[config.mk]
export PLATFORM = sky130hd
export DESIGN_NAME = monitor_config_parameters
export DESIGN_NICKNAME = d
export VERILOG_FILES = /design/src/monitor_config_pkg.sv /design/src/monitor_config_parameters.sv
export SDC_FILE = /design/constraint.sdc
export NUM_CORES = 1
export LEC_CHECK = 0
export BUFFER_PORTS_ARGS = -buffer_cell sky130_fd_sc_hd__buf_2
export CORE_MARGIN = 5
export CORE_UTILIZATION = 45
export CTS_BUF_LIST = sky130_fd_sc_hd__clkbuf_8
export DETAILED_ROUTE_END_ITERATION = 12
export GPL_ROUTABILITY_DRIVEN = 1
export PLACE_DENSITY = 0.76
export SYNTH_ARGS = -nofsm -noshare
export SYNTH_HDL_FRONTEND = slang
export SYNTH_SLANG_ARGS = --single-unit
[constraint.sdc]
create_clock -name clock -period 6.3 [get_ports clock]
set_input_delay 0.63 -clock clock [delete_from_list [all_inputs] [get_ports clock]]
set_output_delay 0.63 -clock clock [all_outputs]
set_load 0.05 [all_outputs]
[src/monitor_config_pkg.sv]
// Constants and types for the monitor configuration store
package monitor_config_pkg;
   // ====================================================
   // Parameter numbers
   localparam logic [7:0] PARAM_EXT_PRESSURE = 8'h20;
   localparam logic [7:0] PARAM_INT_UNIT = 8'h21;
   localparam logic [7:0] PARAM_A_UNIT = 8'h22;
   localparam logic [7:0] PARAM_B_UNIT = 8'h23;
   localparam logic [7:0] PARAM_OUT_SIGNAL = 8'h24;
   localparam logic [7:0] PARAM_A_SIGNAL = 8'h25;
   localparam logic [7:0] PARAM_B_SIGNAL = 8'h26;
   localparam logic [7:0] PARAM_SOUND = 8'h27;
   localparam logic [7:0] PARAM_SOUND_LEN = 8'h28;
   localparam logic [7:0] PARAM_DEC_P = 8'h29;
   localparam logic [7:0] PARAM_DEC_AT = 8'h2A;
   localparam logic [7:0] PARAM_DEC_AP = 8'h2B;
   localparam logic [7:0] PARAM_DEC_BH = 8'h2C;
   localparam logic [7:0] PARAM_DEC_BP = 8'h2D;
   localparam logic [7:0] PARAM_RELAY_MASK = 8'h2E;
   localparam logic [7:0] PARAM_RELAY1_TIME = 8'h2F;
   localparam logic [7:0] PARAM_RELAY2_TIME = 8'h30;
   localparam logic [7:0] PARAM_RELAY_ACK = 8'h31;
   localparam logic [7:0] PARAM_DEV_ADDR = 8'h32;
   // ====================================================
   // Field layout and reset values
   localparam int MASK_B = 0;
   localparam int MASK_A = 1;
   localparam int MASK_P = 2;
   localparam logic [1:0] CODE_MAX_SIGNAL = 2'h2;
   localparam logic [2:0] CODE_MAX_MASK = 3'h7;
   localparam logic [1:0] RST_CODE2 = 2'h0;
   localparam logic [2:0] RST_MASK = 3'h0;
   localparam logic [15:0] RST_TIME = 16'h0000;
   localparam logic [7:0] ASCII_CR = 8'h0D;
   localparam int CLOCK_HZ = 25000000;
   localparam int MS_CYCLES = CLOCK_HZ / 1000;
   localparam logic [15:0] MS_CYCLES_M1 = 16'(MS_CYCLES - 1);
   // ====================================================
   // Decoded settings
   typedef enum logic [1:0] {unit_base, unit_hpa, unit_mbar, unit_off} unit_e;
   typedef enum logic [1:0] {sig_0_20ma, sig_4_20ma, sig_0_10v, sig_bad} signal_e;
endpackage : monitor_config_pkg

[src/monitor_config_parameters.sv]
// Configuration parameter store with relay delays and warning sound timer
// Functional notes
// - External pressure code selects sensor placement.
// - Internal pressure unit Pa/hPa/mbar/off.
// - Input A unit degC-Pa/hPa/mbar/off.
// - Input B unit rH-Pa/hPa/mbar/off.
// - Output signal 0-20mA, 4-20mA, 0-10V.
// - Input signal types decoded identically.
// - Warning sound lasts configured milliseconds.
// - Decimal enables: 0 hide, 1 show.
// - Mask zero never switches relays.
// - Mask bits select B, A, pressure.
// - Relay one upper limit response time.
// - Relay two lower limit response time.
// - Device address read only from switches.
// - Accepted values apply at once, volatile.
// - Rejected writes answer with error code.
// - Values terminated by carriage return.
`timescale 1ns/100ps
module monitor_config_parameters (
   // Clock and reset
   input wire logic clock,
   input wire logic rstn,
   // Parameter write port, value already parsed up to its CR
   input wire logic write_strobe,
   input wire logic [7:0] write_param,
   input wire logic [15:0] write_value,
   input wire logic [7:0] write_terminator,
   output logic write_ack,
   output logic write_error,
   // Save request
   input wire logic save_settings_command,
   output logic save_request,
   // Parameter read port
   input wire logic [7:0] read_param,
   output logic [15:0] read_value,
   // Switches and channel limit events
   input wire logic [7:0] bcd_switches,
   input wire logic [2:0] upper_exceeded,
   input wire logic [2:0] lower_exceeded,
   input wire logic warning_event,
   // Decoded settings
   output logic ext_press_a,
   output logic ext_press_b,
   output monitor_config_pkg::unit_e internal_pressure_unit,
   output monitor_config_pkg::unit_e input_a_unit,
   output monitor_config_pkg::unit_e input_b_unit,
   output monitor_config_pkg::signal_e output_signal_type,
   output monitor_config_pkg::signal_e input_a_signal_type,
   output monitor_config_pkg::signal_e input_b_signal_type,
   output logic pressure_decimals_enable,
   output logic input_a_temp_decimals_enable,
   output logic input_a_press_decimals_enable,
   output logic input_b_humid_decimals_enable,
   output logic input_b_press_decimals_enable,
   output logic relay_ack_enable,
   output logic [7:0] device_address,
   // Actuators
   output logic relay_upper,
   output logic relay_lower,
   output logic sound_on
);
   import monitor_config_pkg::*;

   logic [1:0] ext_pressure_placement;
   logic sound_enable;
   logic [15:0] sound_length_ms;
   logic [2:0] relay_channel_mask;
   logic [15:0] relay1_time_ms;
   logic [15:0] relay2_time_ms;
   logic [7:0] sw_meta;
   logic [7:0] sw_sync;
   logic [2:0] up_meta, up_sync, lo_meta, lo_sync;
   logic warn_meta, warn_sync, warn_last;
   logic [15:0] ms_div;
   logic ms_tick;
   logic [15:0] up_count, lo_count, snd_count;
   logic accept;
   logic up_cond, lo_cond, up_armed, lo_armed;

   function automatic logic valid_code(input logic [15:0] v, input logic [15:0] max);
      valid_code = (v <= max);
   endfunction : valid_code

   // ====================================================
   // Write acceptance
   always_comb begin
      unique case (write_param)
         PARAM_EXT_PRESSURE, PARAM_INT_UNIT, PARAM_A_UNIT, PARAM_B_UNIT: accept = valid_code(write_value, 16'h0003);
         PARAM_OUT_SIGNAL, PARAM_A_SIGNAL, PARAM_B_SIGNAL: accept = valid_code(write_value, {14'h0, CODE_MAX_SIGNAL});
         PARAM_SOUND, PARAM_DEC_P, PARAM_DEC_AT, PARAM_DEC_AP, PARAM_DEC_BH, PARAM_DEC_BP, PARAM_RELAY_ACK: begin
            accept = valid_code(write_value, 16'h0001);
         end
         PARAM_RELAY_MASK: accept = valid_code(write_value, {13'h0, CODE_MAX_MASK});
         PARAM_SOUND_LEN, PARAM_RELAY1_TIME, PARAM_RELAY2_TIME: accept = 1'b1;
         default: accept = 1'b0;
      endcase
      if (write_terminator != ASCII_CR) begin
         accept = 1'b0;
      end
   end

   always_ff @(posedge clock) begin
      if (!rstn) begin
         write_ack <= 1'b0;
         write_error <= 1'b0;
         save_request <= 1'b0;
      end else begin
         write_ack <= write_strobe && accept;
         write_error <= write_strobe && !accept;
         save_request <= save_settings_command;
      end
   end

   // ====================================================
   // Working storage, effective the cycle after acceptance
   always_ff @(posedge clock) begin
      if (!rstn) begin
         ext_pressure_placement <= RST_CODE2;
         internal_pressure_unit <= unit_base;
         input_a_unit <= unit_base;
         input_b_unit <= unit_base;
         output_signal_type <= sig_0_20ma;
         input_a_signal_type <= sig_0_20ma;
         input_b_signal_type <= sig_0_20ma;
         sound_enable <= 1'b0;
         sound_length_ms <= RST_TIME;
         pressure_decimals_enable <= 1'b0;
         input_a_temp_decimals_enable <= 1'b0;
         input_a_press_decimals_enable <= 1'b0;
         input_b_humid_decimals_enable <= 1'b0;
         input_b_press_decimals_enable <= 1'b0;
         relay_channel_mask <= RST_MASK;
         relay1_time_ms <= RST_TIME;
         relay2_time_ms <= RST_TIME;
         relay_ack_enable <= 1'b0;
      end else if (write_strobe && accept) begin
         unique case (write_param)
            PARAM_EXT_PRESSURE: ext_pressure_placement <= write_value[1:0];
            PARAM_INT_UNIT: internal_pressure_unit <= unit_e'(write_value[1:0]);
            PARAM_A_UNIT: input_a_unit <= unit_e'(write_value[1:0]);
            PARAM_B_UNIT: input_b_unit <= unit_e'(write_value[1:0]);
            PARAM_OUT_SIGNAL: output_signal_type <= signal_e'(write_value[1:0]);
            PARAM_A_SIGNAL: input_a_signal_type <= signal_e'(write_value[1:0]);
            PARAM_B_SIGNAL: input_b_signal_type <= signal_e'(write_value[1:0]);
            PARAM_SOUND: sound_enable <= write_value[0];
            PARAM_SOUND_LEN: sound_length_ms <= write_value;
            PARAM_DEC_P: pressure_decimals_enable <= write_value[0];
            PARAM_DEC_AT: input_a_temp_decimals_enable <= write_value[0];
            PARAM_DEC_AP: input_a_press_decimals_enable <= write_value[0];
            PARAM_DEC_BH: input_b_humid_decimals_enable <= write_value[0];
            PARAM_DEC_BP: input_b_press_decimals_enable <= write_value[0];
            PARAM_RELAY_MASK: relay_channel_mask <= write_value[2:0];
            PARAM_RELAY1_TIME: relay1_time_ms <= write_value;
            PARAM_RELAY2_TIME: relay2_time_ms <= write_value;
            PARAM_RELAY_ACK: relay_ack_enable <= write_value[0];
            default: ;
         endcase
      end
   end

   assign ext_press_a = ext_pressure_placement[1];
   assign ext_press_b = ext_pressure_placement[0];

   // ====================================================
   // Synchronisers for switches and limit events
   always_ff @(posedge clock) begin
      if (!rstn) begin
         sw_meta <= 8'h00;
         sw_sync <= 8'h00;
         up_meta <= 3'h0;
         up_sync <= 3'h0;
         lo_meta <= 3'h0;
         lo_sync <= 3'h0;
         warn_meta <= 1'b0;
         warn_sync <= 1'b0;
      end else begin
         sw_meta <= bcd_switches;
         sw_sync <= sw_meta;
         up_meta <= upper_exceeded;
         up_sync <= up_meta;
         lo_meta <= lower_exceeded;
         lo_sync <= lo_meta;
         warn_meta <= warning_event;
         warn_sync <= warn_meta;
      end
   end

   // Address follows the switches only, never the host
   always_ff @(posedge clock) begin
      if (!rstn) begin
         device_address <= 8'h00;
      end else begin
         device_address <= sw_sync;
      end
   end

   // ====================================================
   // Millisecond tick shared by all timers
   always_ff @(posedge clock) begin
      if (!rstn) begin
         ms_div <= 16'h0000;
         ms_tick <= 1'b0;
      end else begin
         ms_tick <= (ms_div == MS_CYCLES_M1);
         ms_div <= (ms_div == MS_CYCLES_M1) ? 16'h0000 : ms_div + 16'h0001;
      end
   end

   // ====================================================
   // Relays: a zero mask selects nothing so both stay off
   assign up_cond = |(up_sync & relay_channel_mask);
   assign lo_cond = |(lo_sync & relay_channel_mask);

   // Condition must hold for the full response time; tick granularity adds up to 1 ms
   always_ff @(posedge clock) begin
      if (!rstn || !up_cond) begin
         up_count <= 16'h0000;
         up_armed <= 1'b0;
         relay_upper <= 1'b0;
      end else if (up_count >= relay1_time_ms) begin
         relay_upper <= 1'b1;
      end else if (ms_tick) begin
         // First tick only lines up with the ms grid, so the delay is never short
         up_armed <= 1'b1;
         up_count <= up_count + 16'(up_armed);
      end
   end

   always_ff @(posedge clock) begin
      if (!rstn || !lo_cond) begin
         lo_count <= 16'h0000;
         lo_armed <= 1'b0;
         relay_lower <= 1'b0;
      end else if (lo_count >= relay2_time_ms) begin
         relay_lower <= 1'b1;
      end else if (ms_tick) begin
         lo_armed <= 1'b1;
         lo_count <= lo_count + 16'(lo_armed);
      end
   end

   // ====================================================
   // Warning sound, retriggered by each rising warning
   always_ff @(posedge clock) begin
      if (!rstn) begin
         warn_last <= 1'b0;
         snd_count <= 16'h0000;
         sound_on <= 1'b0;
      end else begin
         warn_last <= warn_sync;
         if (warn_sync && !warn_last && sound_enable && sound_length_ms != 16'h0000) begin
            snd_count <= sound_length_ms;
            sound_on <= 1'b1;
         end else if (!sound_enable || snd_count == 16'h0000) begin
            sound_on <= 1'b0;
         end else if (ms_tick) begin
            snd_count <= snd_count - 16'h0001;
            sound_on <= (snd_count != 16'h0001);
         end
      end
   end

   // ====================================================
   // Readback of working storage
   always_ff @(posedge clock) begin
      if (!rstn) begin
         read_value <= 16'h0000;
      end else begin
         unique case (read_param)
            PARAM_EXT_PRESSURE: read_value <= {14'h0, ext_pressure_placement};
            PARAM_INT_UNIT: read_value <= {14'h0, internal_pressure_unit};
            PARAM_A_UNIT: read_value <= {14'h0, input_a_unit};
            PARAM_B_UNIT: read_value <= {14'h0, input_b_unit};
            PARAM_OUT_SIGNAL: read_value <= {14'h0, output_signal_type};
            PARAM_A_SIGNAL: read_value <= {14'h0, input_a_signal_type};
            PARAM_B_SIGNAL: read_value <= {14'h0, input_b_signal_type};
            PARAM_SOUND: read_value <= {15'h0, sound_enable};
            PARAM_SOUND_LEN: read_value <= sound_length_ms;
            PARAM_DEC_P: read_value <= {15'h0, pressure_decimals_enable};
            PARAM_DEC_AT: read_value <= {15'h0, input_a_temp_decimals_enable};
            PARAM_DEC_AP: read_value <= {15'h0, input_a_press_decimals_enable};
            PARAM_DEC_BH: read_value <= {15'h0, input_b_humid_decimals_enable};
            PARAM_DEC_BP: read_value <= {15'h0, input_b_press_decimals_enable};
            PARAM_RELAY_MASK: read_value <= {13'h0, relay_channel_mask};
            PARAM_RELAY1_TIME: read_value <= relay1_time_ms;
            PARAM_RELAY2_TIME: read_value <= relay2_time_ms;
            PARAM_RELAY_ACK: read_value <= {15'h0, relay_ack_enable};
            PARAM_DEV_ADDR: read_value <= {8'h00, device_address};
            default: read_value <= 16'h0000;
         endcase
      end
   end
endmodule : monitor_config_parameters

==> results of run 1 <==
[sequential cells by signal, indices dropped and copies added (netlist names), 8 cells and up]
| register | cells |
|---|---|
| lo_count | 16 |
| ms_div | 16 |
| read_value | 16 |
| relay1_time_ms | 16 |
| relay2_time_ms | 16 |
| snd_count | 16 |
| sound_length_ms | 16 |
| up_count | 16 |
| device_address | 8 |
| sw_meta | 8 |
| sw_sync | 8 |
[worst min path at each step]
stage / startpoint / end / slack, ns / cells after the start
after floorplan: sw_sync[0]$_SDFF_PN0_ / device_address[0]$_SDFF_PN0_ / 0.41 / 1
after global placement: sw_sync[0]$_SDFF_PN0_ / device_address[0]$_SDFF_PN0_ / 0.41 / 1
after detailed placement: lo_meta[0]$_SDFF_PN0_ / lo_sync[0]$_SDFF_PN0_ / 0.42 / 1
after CTS: upper_exceeded[2] / up_meta[2]$_SDFF_PN0_ / 0.34 / 2
after global routing: upper_exceeded[2] / up_meta[2]$_SDFF_PN0_ / 0.33 / 2
final: bcd_switches[1] / sw_meta[1]$_SDFF_PN0_ / 0.36 / 2
[final cells by class]
type / count / area share [%]
well taps: 270 / 3.27
multi-input cells: 781 / 46.8
inverters: 46 / 1.67
clock inverters: 13 / 1.43
flip-flops and latches: 200 / 38.7
clock buffers: 18 / 2.40
repair buffers: 115 / 5.74
[cells by family (layout without fill, tap and decap cells)]
family | count (synthesis) | count (layout) | synth area share [%]
AO/OA/AOI/OAI | 227 | 227 | 15.0
XOR/XNOR | 30 | 30 | 2.84
adder cells (fa/ha/maj) | 39 | 39 | 5.27
buffers and inverters | 107 | 192 | 4.62
flip-flops | 200 | 200 | 43.2
multiplexers | 35 | 35 | 3.96
AND/OR/NAND/NOR | 450 | 450 | 25.1
[cells in the final DEF (no fill, tap or decap), drive strengths merged, types with 4 or more instances in the layout]
master and instances:
a211oi 9, a21o 5, a21oi 106, a222oi 9, a22oi 11, a31oi 8, and2 40, and3 16
buf 115, clkbuf 18, clkinv 4, dfxtp 200, ha 39, inv 51, mux2i 31, nand2 171
nand2b 7, nand3 35, nand3b 5, nand4 20, nand4b 5, nor2 56, nor2b 6, nor3 15
nor3b 4, nor4 17, nor4b 5, o211ai 5, o21ai 33, o31ai 17, or2 5, or3 8
or4 27, xnor2 17, xor2 13
[per-layer routing]
layer	track usage, %	vias up	part of all wire, %
li1	-	4013	-
met1	26.5	3797	45
met2	29.9	286	45
met3	5.71	33	8.3
met4	5.09	2	1.7
met5	0	-	0.056
[power by group]
part / internal (uW) / leakage (uW) / switching, uW / total (uW)
Sequential: 1280 / 0.00162 / 5.01 / 1280
Combinational: 32.3 / 0.00203 / 63.0 / 95.2
Clock: 367 / 0.000199 / 462 / 829
Total: 1680 / 0.00385 / 530 / 2210
[worst max-delay path, cell delays in order (launching register included)]
cell	delay, ns
dfxtp_1	0.41
inv_1	0.07
ha_1	0.32
a21oi_1	0.13
o21ai_0	0.10
a211o_1	0.31
a21o_1	0.44
or4b_2	0.73
a21oi_1	0.15
[through the flow]
step	utilization, %	hold WS [ns]	cell area, um2
after floorplan	-	0.412	9260
after detailed placement	49.1	0.417	9940
after global routing	51.1	0.327	10300
final	51.1	0.356	10300
after CTS	51.1	0.338	10300
after global placement	49.1	0.414	9940
==> impl_metrics.env, run 1 <==
export IMPL_outcome="completed"
export IMPL_ys_warn_count=0
export IMPL_core_area_mm2=0.0202
export IMPL_ios=109
export IMPL_synth_commonest_cells="200 x dfxtp_1, 171 x nand2_1, 106 x a21oi_1"
export IMPL_max_freq_ghz=0.363
export IMPL_cp_data_arrival_time_ns=3.15
export IMPL_cts_root_buffer="clkbuf_8"
export IMPL_hold_viol=0
export IMPL_setup_violations=0
export IMPL_reg2reg_slack_ns=3.55
export IMPL_start_util_pct=45.8
export IMPL_seqCellArea_mm2=0.00400
export IMPL_reg2regPathDepth=8
export IMPL_worstReg2RegStart="relay2_time_ms[15]$_SDFFE_PN0P_"
export IMPL_clockBufferDepth=2
export IMPL_grt_max_degree=81
export IMPL_critPathRequiredTime_ns=6.70
export IMPL_yosysUniqueCellTypes=69
export IMPL_rsz0062_at_grt="no"
export IMPL_gp_congestion=0.855
export IMPL_synth_async_reset_ratio_pct=0
export IMPL_via_count=8131
export IMPL_clock_latency_ns=0.47
export IMPL_port_buffers=108
export IMPL_worst_slack_ns=3.55
export IMPL_syn_cell_area_mm2=0.00926
export IMPL_grt_pass1_vias=7572
export IMPL_startpoint="relay2_time_ms[15]$_SDFFE_PN0P_"
export IMPL_die_w_um=153
export IMPL_fin_crit_ns=2.75
export IMPL_ys_ff_latch=200
export IMPL_crit_end="lo_count[15]$_SDFFE_PP0P_"
export IMPL_tightest_slew_ns=1.27
export IMPL_yosys_cell_count_top_type="dfxtp_1"
export IMPL_postCtsResizedCells=0
export IMPL_dieArea_mm2=0.0235
export IMPL_reg2reg_to="lo_count[15]$_SDFFE_PP0P_"
export IMPL_fin_cells=1443
export IMPL_dpl_worst_slack_ns=3.10
export IMPL_total_power_uw=2210
export IMPL_start_kind="flop"
export IMPL_routed_wl_um=23100
export IMPL_htree_levels=4
export IMPL_finalCritPeriodShare_pct=43.7
export IMPL_peakVddDrop_mv=0.215
export IMPL_dp_cells=1412
export IMPL_cts_tree="done"
export IMPL_synth_edff_count=0
export IMPL_drt_pre_antenna_iters=6
export IMPL_netlist_top_cells_area="dfxtp_1 43%, nand2_1 6.9%, a21oi_1 5.7%, ha_1 5.3%, mux2i_1 3.4%"
export IMPL_synth_top_area_share_pct=43.2
export IMPL_rows=52
export IMPL_die_h_um=153
export IMPL_multi_input_area_mm2=0.00483
export IMPL_post_cts_buffers=0
export IMPL_grt_pass1_wl_um=37900
export IMPL_cts_sinks=200
export IMPL_drv_cap=0
export IMPL_n_fill_cell=1892
export IMPL_synthCells=1088
export IMPL_synth_seq_area_share_pct=43.2
export IMPL_critPathKind="flop to flop"
export IMPL_fin_nets=1259
export IMPL_end_kind="flop"
export IMPL_cellLeakagePower_uw=0.00385
export IMPL_hpwlAfterDp_um=16700
export IMPL_area_delta_synth_final_pct=11.6
export IMPL_min_path_type="input port to flop"
export IMPL_antenna_found_initial=1
export IMPL_grtUsageTotal_pct=19.3
export IMPL_avgSynthCellArea_um2=8.51
export IMPL_drcViolationCount=0
export IMPL_setup_tns_ns=0
export IMPL_drv_slew=0
export IMPL_overflow=0
export IMPL_slew_headroom_pct=14.7
export IMPL_ys_flop_type="dfxtp_1"
export IMPL_cp_max_fo=30
export IMPL_n_antenna_cell=0
export IMPL_power_density_mw_per_mm2=213
export IMPL_syn_num_nets=1186
export IMPL_drtIter0Drc=606
export IMPL_wl_per_cell_um=16.0
export IMPL_clkTransAtPathRegs_ns=0.10
export IMPL_ant_nets=0
export IMPL_ctsHoldBuffers=0
export IMPL_drive_gt1_share_pct=14.2
export IMPL_cts_buffers=17
export IMPL_netlist_top_cell_by_area="dfxtp_1"
export IMPL_clock_skew_final_ns=0.0112
export IMPL_via_per_inst=5.63
(Power assumes the default switching activity.)
==> inputs of run 2 (changes only) <==
PLACE_DENSITY = 0.79   (was 0.76)
clock period = 2.52 ns   (was 6.3 ns; I/O delays follow)
==> run 2 against run 1 <==
Sequential share of layout area decreased by 1.3 points; clock-buffer cell count unchanged; final area increased by 3.7%; global-route usage increased by 0.70 points; clock skew about the same; core utilization increased by 1.9 points; fmax increased by 13%; critical path type unchanged; combinational power increased to 2.8 times the previous value; register-to-register slack got worse by 3.5 ns; largest cell class unchanged; critical path depth increased by 1; highest routed layer is now met4; final cell count increased by 2.4%; worst hold slack got worse by 0.30 ns.
==> impl_metrics.env, run 2 (synthesis gave the netlist of run 1 again) <==
export IMPL_core_area_mm2=0.0202
export IMPL_grt_max_degree=63
export IMPL_die_w_um=153
export IMPL_drv_slew=0
export IMPL_setup_tns_ns=0
export IMPL_fin_crit_ns=2.44
export IMPL_cp_num_buf_inv=2
export IMPL_ios=109
export IMPL_peakVddDrop_mv=0.485
export IMPL_final_util_pct=53.0
export IMPL_die_h_um=153
export IMPL_critPathKind="flop to flop"
export IMPL_overflow=0
export IMPL_drv_cap=0
export IMPL_cts_buffers=17
export IMPL_start_kind="flop"
export IMPL_dieArea_mm2=0.0235
export IMPL_routed_wl_um=23900
export IMPL_cts_sinks=200
export IMPL_port_buffers=108
export IMPL_htree_levels=4
export IMPL_start_util_pct=45.8
export IMPL_ant_nets=0
export IMPL_outcome="completed"
export IMPL_via_per_inst=5.71
export IMPL_wl_per_cell_um=16.2
export IMPL_gp_congestion=0.897
export IMPL_n_antenna_cell=0
export IMPL_clock_skew_final_ns=0.0113
export IMPL_drt_pre_antenna_iters=9
export IMPL_power_density_mw_per_mm2=527
export IMPL_slowest_stage="or4_1"
export IMPL_clockBufferDepth=2
export IMPL_max_freq_ghz=0.410
export IMPL_grt_pass1_vias=7901
export IMPL_drtIter0Drc=810
export IMPL_cp_data_arrival_time_ns=2.84
export IMPL_post_cts_buffers=0
export IMPL_fin_hold_ws_ns=0.0536
export IMPL_rsz0062_at_grt="no"
export IMPL_max_stage_delay_ns=0.54
export IMPL_mostFrequentLayoutCell="dfxtp_1"
export IMPL_hold_viol=0
export IMPL_slew_headroom_pct=50.5
export IMPL_drive_gt1_share_pct=15.9
export IMPL_grtUsageTotal_pct=20.0
export IMPL_clock_latency_ns=0.48
export IMPL_antenna_found_initial=0
export IMPL_crit_chain="inv_1 > ha_1 > a21oi_1 > nand2_1 > a21o_1 > a211o_1 > buf_12 > or4_1 > a21oi_2"
export IMPL_critPathRequiredTime_ns=2.92
export IMPL_fin_cells=1477
export IMPL_cts_root_buffer="clkbuf_8"
export IMPL_grt_pass1_wl_um=39100
export IMPL_setup_violations=0
export IMPL_hpwlAfterDp_um=17200
export IMPL_cellLeakagePower_uw=0.00404
export IMPL_end_kind="flop"
export IMPL_drcViolationCount=0
export IMPL_cp_max_fo=31
export IMPL_area_delta_synth_final_pct=15.7
export IMPL_finalCritPeriodShare_pct=96.9
export IMPL_cts_tree="done"
export IMPL_final_cell_mix="193 x dfxtp_1, 171 x nand2_1, 108 x buf_2, 105 x a21oi_1, 55 x nor2_1"
export IMPL_dp_cells=1429
export IMPL_tightest_slew_ns=0.724
export IMPL_min_path_type="input port to flop"
export IMPL_rows=52
export IMPL_via_count=8437
export IMPL_fin_nets=1292
export IMPL_cp_top_family="compound AO/OA/AOI/OAI gates"
export IMPL_clkTransAtPathRegs_ns=0.10
-- run 2: cell count changes in the layout (fill, tap and decap cells not counted), sizes merged --
cell	previous run	this run
buf	115	132
dlygate4sd3	0	16
clkinvlp	2	0
inv	51	53
bufinv	2	3
-- run 2: tightest hold or removal path, delay by kind of cell --
family | cells | cell delay (ns)
buffers and inverters | 1 | 0.13
and+or+nand+nor | 1 | 0.06
AOI/OAI and AO/OA | 1 | 0.05
-- run 2: worst paths after layout --
check / slack, ns / end / start / depth (start not counted)
setup / recovery: 0.08 / up_count[7]$_SDFFE_PP0P_ / relay1_time_ms[14]$_SDFFE_PN0P_ / 9
hold / removal: 0.05 / sound_length_ms[14]$_SDFFE_PN0P_ / write_value[14] / 3
setup reg to reg: 0.08 / up_count[7]$_SDFFE_PP0P_ / relay1_time_ms[14]$_SDFFE_PN0P_ / 9
hold reg to reg: 0.44 / device_address[0]$_SDFF_PN0_ / sw_sync[0]$_SDFF_PN0_ / 1
-- run 2: final cells by class --
| cell class | count | area (um2) |
|---|---|---|
| clock buffers | 18 | 248 |
| clock inverters | 14 | 174 |
| fillers | 1811 | 9520 |
| inverters | 46 | 173 |
| multi-input cells | 781 | 4850 |
| flip-flops and latches | 200 | 4010 |
| well taps | 270 | 338 |
| repair buffers | 148 | 918 |
-- run 2: metrics by stage --
step | area [um2] | power, uW | setup slack (ns)
after detailed placement | 10100 | 3520 | 0.0344
after global routing | 10700 | 5850 | 0.00243
after CTS | 10700 | 5680 | 0.0741
after floorplan | 9260 | 3410 | 0.211
final | 10700 | 5650 | 0.0789
after global placement | 10100 | 3520 | 0.0574
-- run 2: layer usage --
layer | global-route usage (%) | part of all wire (%) | wire [um] | vias up
li1 | - | - | - | 4079
met1 | 26.9 | 44 | 10600 | 3947
met2 | 31.0 | 44 | 10600 | 368
met3 | 5.60 | 9.0 | 2150 | 43
met4 | 7.06 | 2.3 | 538 | 0
met5 | 0 | 0 | 0 | -
-- run 2: what timing repair did --
action                     in CTS  in global routing
gates resized for setup         0                 12
setup endpoints to repair       0                 14
hold buffers                   16                  0
hold endpoints to repair       16                  0
-- run 2: where the power goes --
part / internal, uW / total, uW / switching (uW)
registers: 3190 / 3200 / 12.7
clock network: 1020 / 2180 / 1160
logic: 104 / 270 / 166
total: 4310 / 5650 / 1340
==> inputs of run 3 (changes only) <==
PLACE_DENSITY = 0.7   (was 0.79)
==> run 3 against run 2 <==
First-iteration DRC count fell by 15%; via count fell by 1.0%; power decreased by 2.1%; combinational power decreased by 2%; die area did not move; non-clock buffer count grew 5; sequential share of layout area fell by 0.061 points; final area is 0.26% higher; sequential power is essentially flat; fmax is 2.7% higher; critical endpoint is now lo_count[4]$_SDFFE_PP0P_; largest power group unchanged.
==> impl_metrics.env, run 3 (synthesis gave the netlist of run 1 again) <==
export IMPL_ant_nets=0
export IMPL_critPathRequiredTime_ns=2.94
export IMPL_cp_max_fo=13
export IMPL_p_comb_share_pct=4.8
export IMPL_via_count=8349
export IMPL_power_frac_clock_pct=37.3
export IMPL_fin_cells=1482
export IMPL_grt_max_degree=63
export IMPL_wl_per_cell_um=16.3
export IMPL_die_h_um=153
export IMPL_peakVddDrop_mv=0.475
export IMPL_n_fill_cell=1887
export IMPL_area_delta_synth_final_pct=16.0
export IMPL_hpwlAfterDp_um=17400
export IMPL_dp_cells=1431
export IMPL_max_freq_ghz=0.421
export IMPL_drtIter0Drc=685
export IMPL_drt_pre_antenna_iters=5
export IMPL_fin_nets=1297
export IMPL_outcome="completed"
export IMPL_clkTransAtPathRegs_ns=0.11
export IMPL_min_path_type="input port to flop"
export IMPL_cts_root_buffer="clkbuf_8"
export IMPL_total_power_uw=5530
export IMPL_final_util_pct=53.1
export IMPL_drv_cap=0
export IMPL_critPathKind="flop to flop"
export IMPL_fin_crit_ns=2.38
export IMPL_antenna_found_initial=0
export IMPL_grtUsageTotal_pct=20.1
export IMPL_clock_latency_ns=0.48
export IMPL_overflow=0
export IMPL_clockBufferDepth=2
export IMPL_end_kind="flop"
export IMPL_intPower_uw=4050
export IMPL_tightest_slew_ns=0.827
export IMPL_power_switching_uw=1480
export IMPL_cts_tree="done"
export IMPL_port_buffers=108
export IMPL_cts_buffers=17
export IMPL_seqCellArea_mm2=0.00402
export IMPL_slowest_stage="or4_1"
export IMPL_final_cell_mix="190 x dfxtp_1, 171 x nand2_1, 108 x buf_2, 105 x a21oi_1, 55 x nor2_1"
export IMPL_via_per_inst=5.63
export IMPL_drive_gt1_share_pct=16.8
export IMPL_n_antenna_cell=0
export IMPL_clock_skew_final_ns=0.0147
export IMPL_cellLeakagePower_uw=0.00404
export IMPL_cp_data_arrival_time_ns=2.79
export IMPL_drcViolationCount=0
export IMPL_multi_input_area_mm2=0.00487
export IMPL_start_util_pct=45.8
export IMPL_gp_congestion=0.880
export IMPL_swShare_pct=26.8
export IMPL_hold_viol=0
export IMPL_dieArea_mm2=0.0235
export IMPL_htree_levels=4
export IMPL_grt_pass1_vias=7741
export IMPL_max_stage_delay_ns=0.46
export IMPL_crit_chain="ha_1 > a21oi_2 > o21bai_1 > a211o_1 > a21o_4 > buf_12 > buf_4 > or4_1 > nand2_1"
export IMPL_setup_violations=0
export IMPL_p_seq_share_pct=57.9
export IMPL_grt_pass1_wl_um=39100
export IMPL_fin_hold_ws_ns=0.0458
export IMPL_slew_headroom_pct=44.6
export IMPL_rows=52
export IMPL_routed_wl_um=24200
export IMPL_ios=109
export IMPL_die_w_um=153
export IMPL_cts_sinks=200
export IMPL_mostFrequentLayoutCell="dfxtp_1"
export IMPL_finalCritPeriodShare_pct=94.3
export IMPL_core_area_mm2=0.0202
export IMPL_drv_slew=0
export IMPL_power_density_mw_per_mm2=515
export IMPL_start_kind="flop"
run 3: path summary, 6_finish.rpt:
path	start	endpoint	slack, ns	cells past startpoint
max	lo_count[7]$_SDFFE_PP0P_	lo_count[4]$_SDFFE_PP0P_	0.14	9
min	write_value[11]	relay2_time_ms[11]$_SDFFE_PN0P_	0.05	3
max reg2reg	lo_count[7]$_SDFFE_PP0P_	lo_count[4]$_SDFFE_PP0P_	0.14	9
min reg2reg	sw_meta[3]$_SDFF_PN0_	sw_sync[3]$_SDFF_PN0_	0.44	1
run 3: worst max-delay path: cells and delay by family (launching register included):
kind	cells	cell delay [ns]
adder cells (fa/ha/maj)	1	0.28
AO/OA/AOI/OAI	4	0.76
buffers and inverters	2	0.30
flip-flops	1	0.42
AND/OR/NAND/NOR	2	0.54
run 3: metal layers:
| layer | vias to the layer above | track usage [%] | wire, um |
|---|---|---|---|
| li1 | 4101 | - | - |
| met4 | 0 | 5.38 | 426 |
| met3 | 34 | 4.27 | 1580 |
| met5 | - | 0 | 0 |
| met2 | 275 | 31.9 | 10900 |
| met1 | 3939 | 27.9 | 11300 |
run 3: per-stage QoR:
stage | setup WS, ns | area [um2] | TNS (ns)
6_report | 0.144 | 10700 | 0
2_1_floorplan | 0.211 | 9260 | 0
4_1_cts | 0.0186 | 10700 | 0
5_1_grt | -0.00384 | 10700 | -0.00384
3_5_place_dp | 0.0182 | 10100 | 0
3_3_place_gp | 0.0459 | 10100 | 0
run 3: repair_timing:
action | in CTS | in global routing
hold buffers | 16 | 0
buffers inserted | 0 | 3
setup endpoints to repair | 0 | 18
endpoints found under the hold margin | 16 | 0
resized for setup | 0 | 17
run 3: final cells by class:
| class | instances | share of cell area [%] |
|---|---|---|
| Clock inverter | 15 | 1.61 |
| Tap cell | 270 | 3.14 |
| Inverter | 46 | 1.61 |
| Sequential cell | 200 | 37.4 |
| Multi-Input combinational cell | 781 | 45.3 |
| Timing Repair Buffer | 153 | 8.78 |
| Clock buffer | 17 | 2.18 |
run 3: power by group through the flow:
stage	Combinational [uW]	Clock (uW)	Sequential, uW
global route	288	2240	3210
global placement	241	0	3280
CTS	262	2100	3200
detailed placement	242	0	3280
finish	265	2060	3200
floorplan	124	0	3290
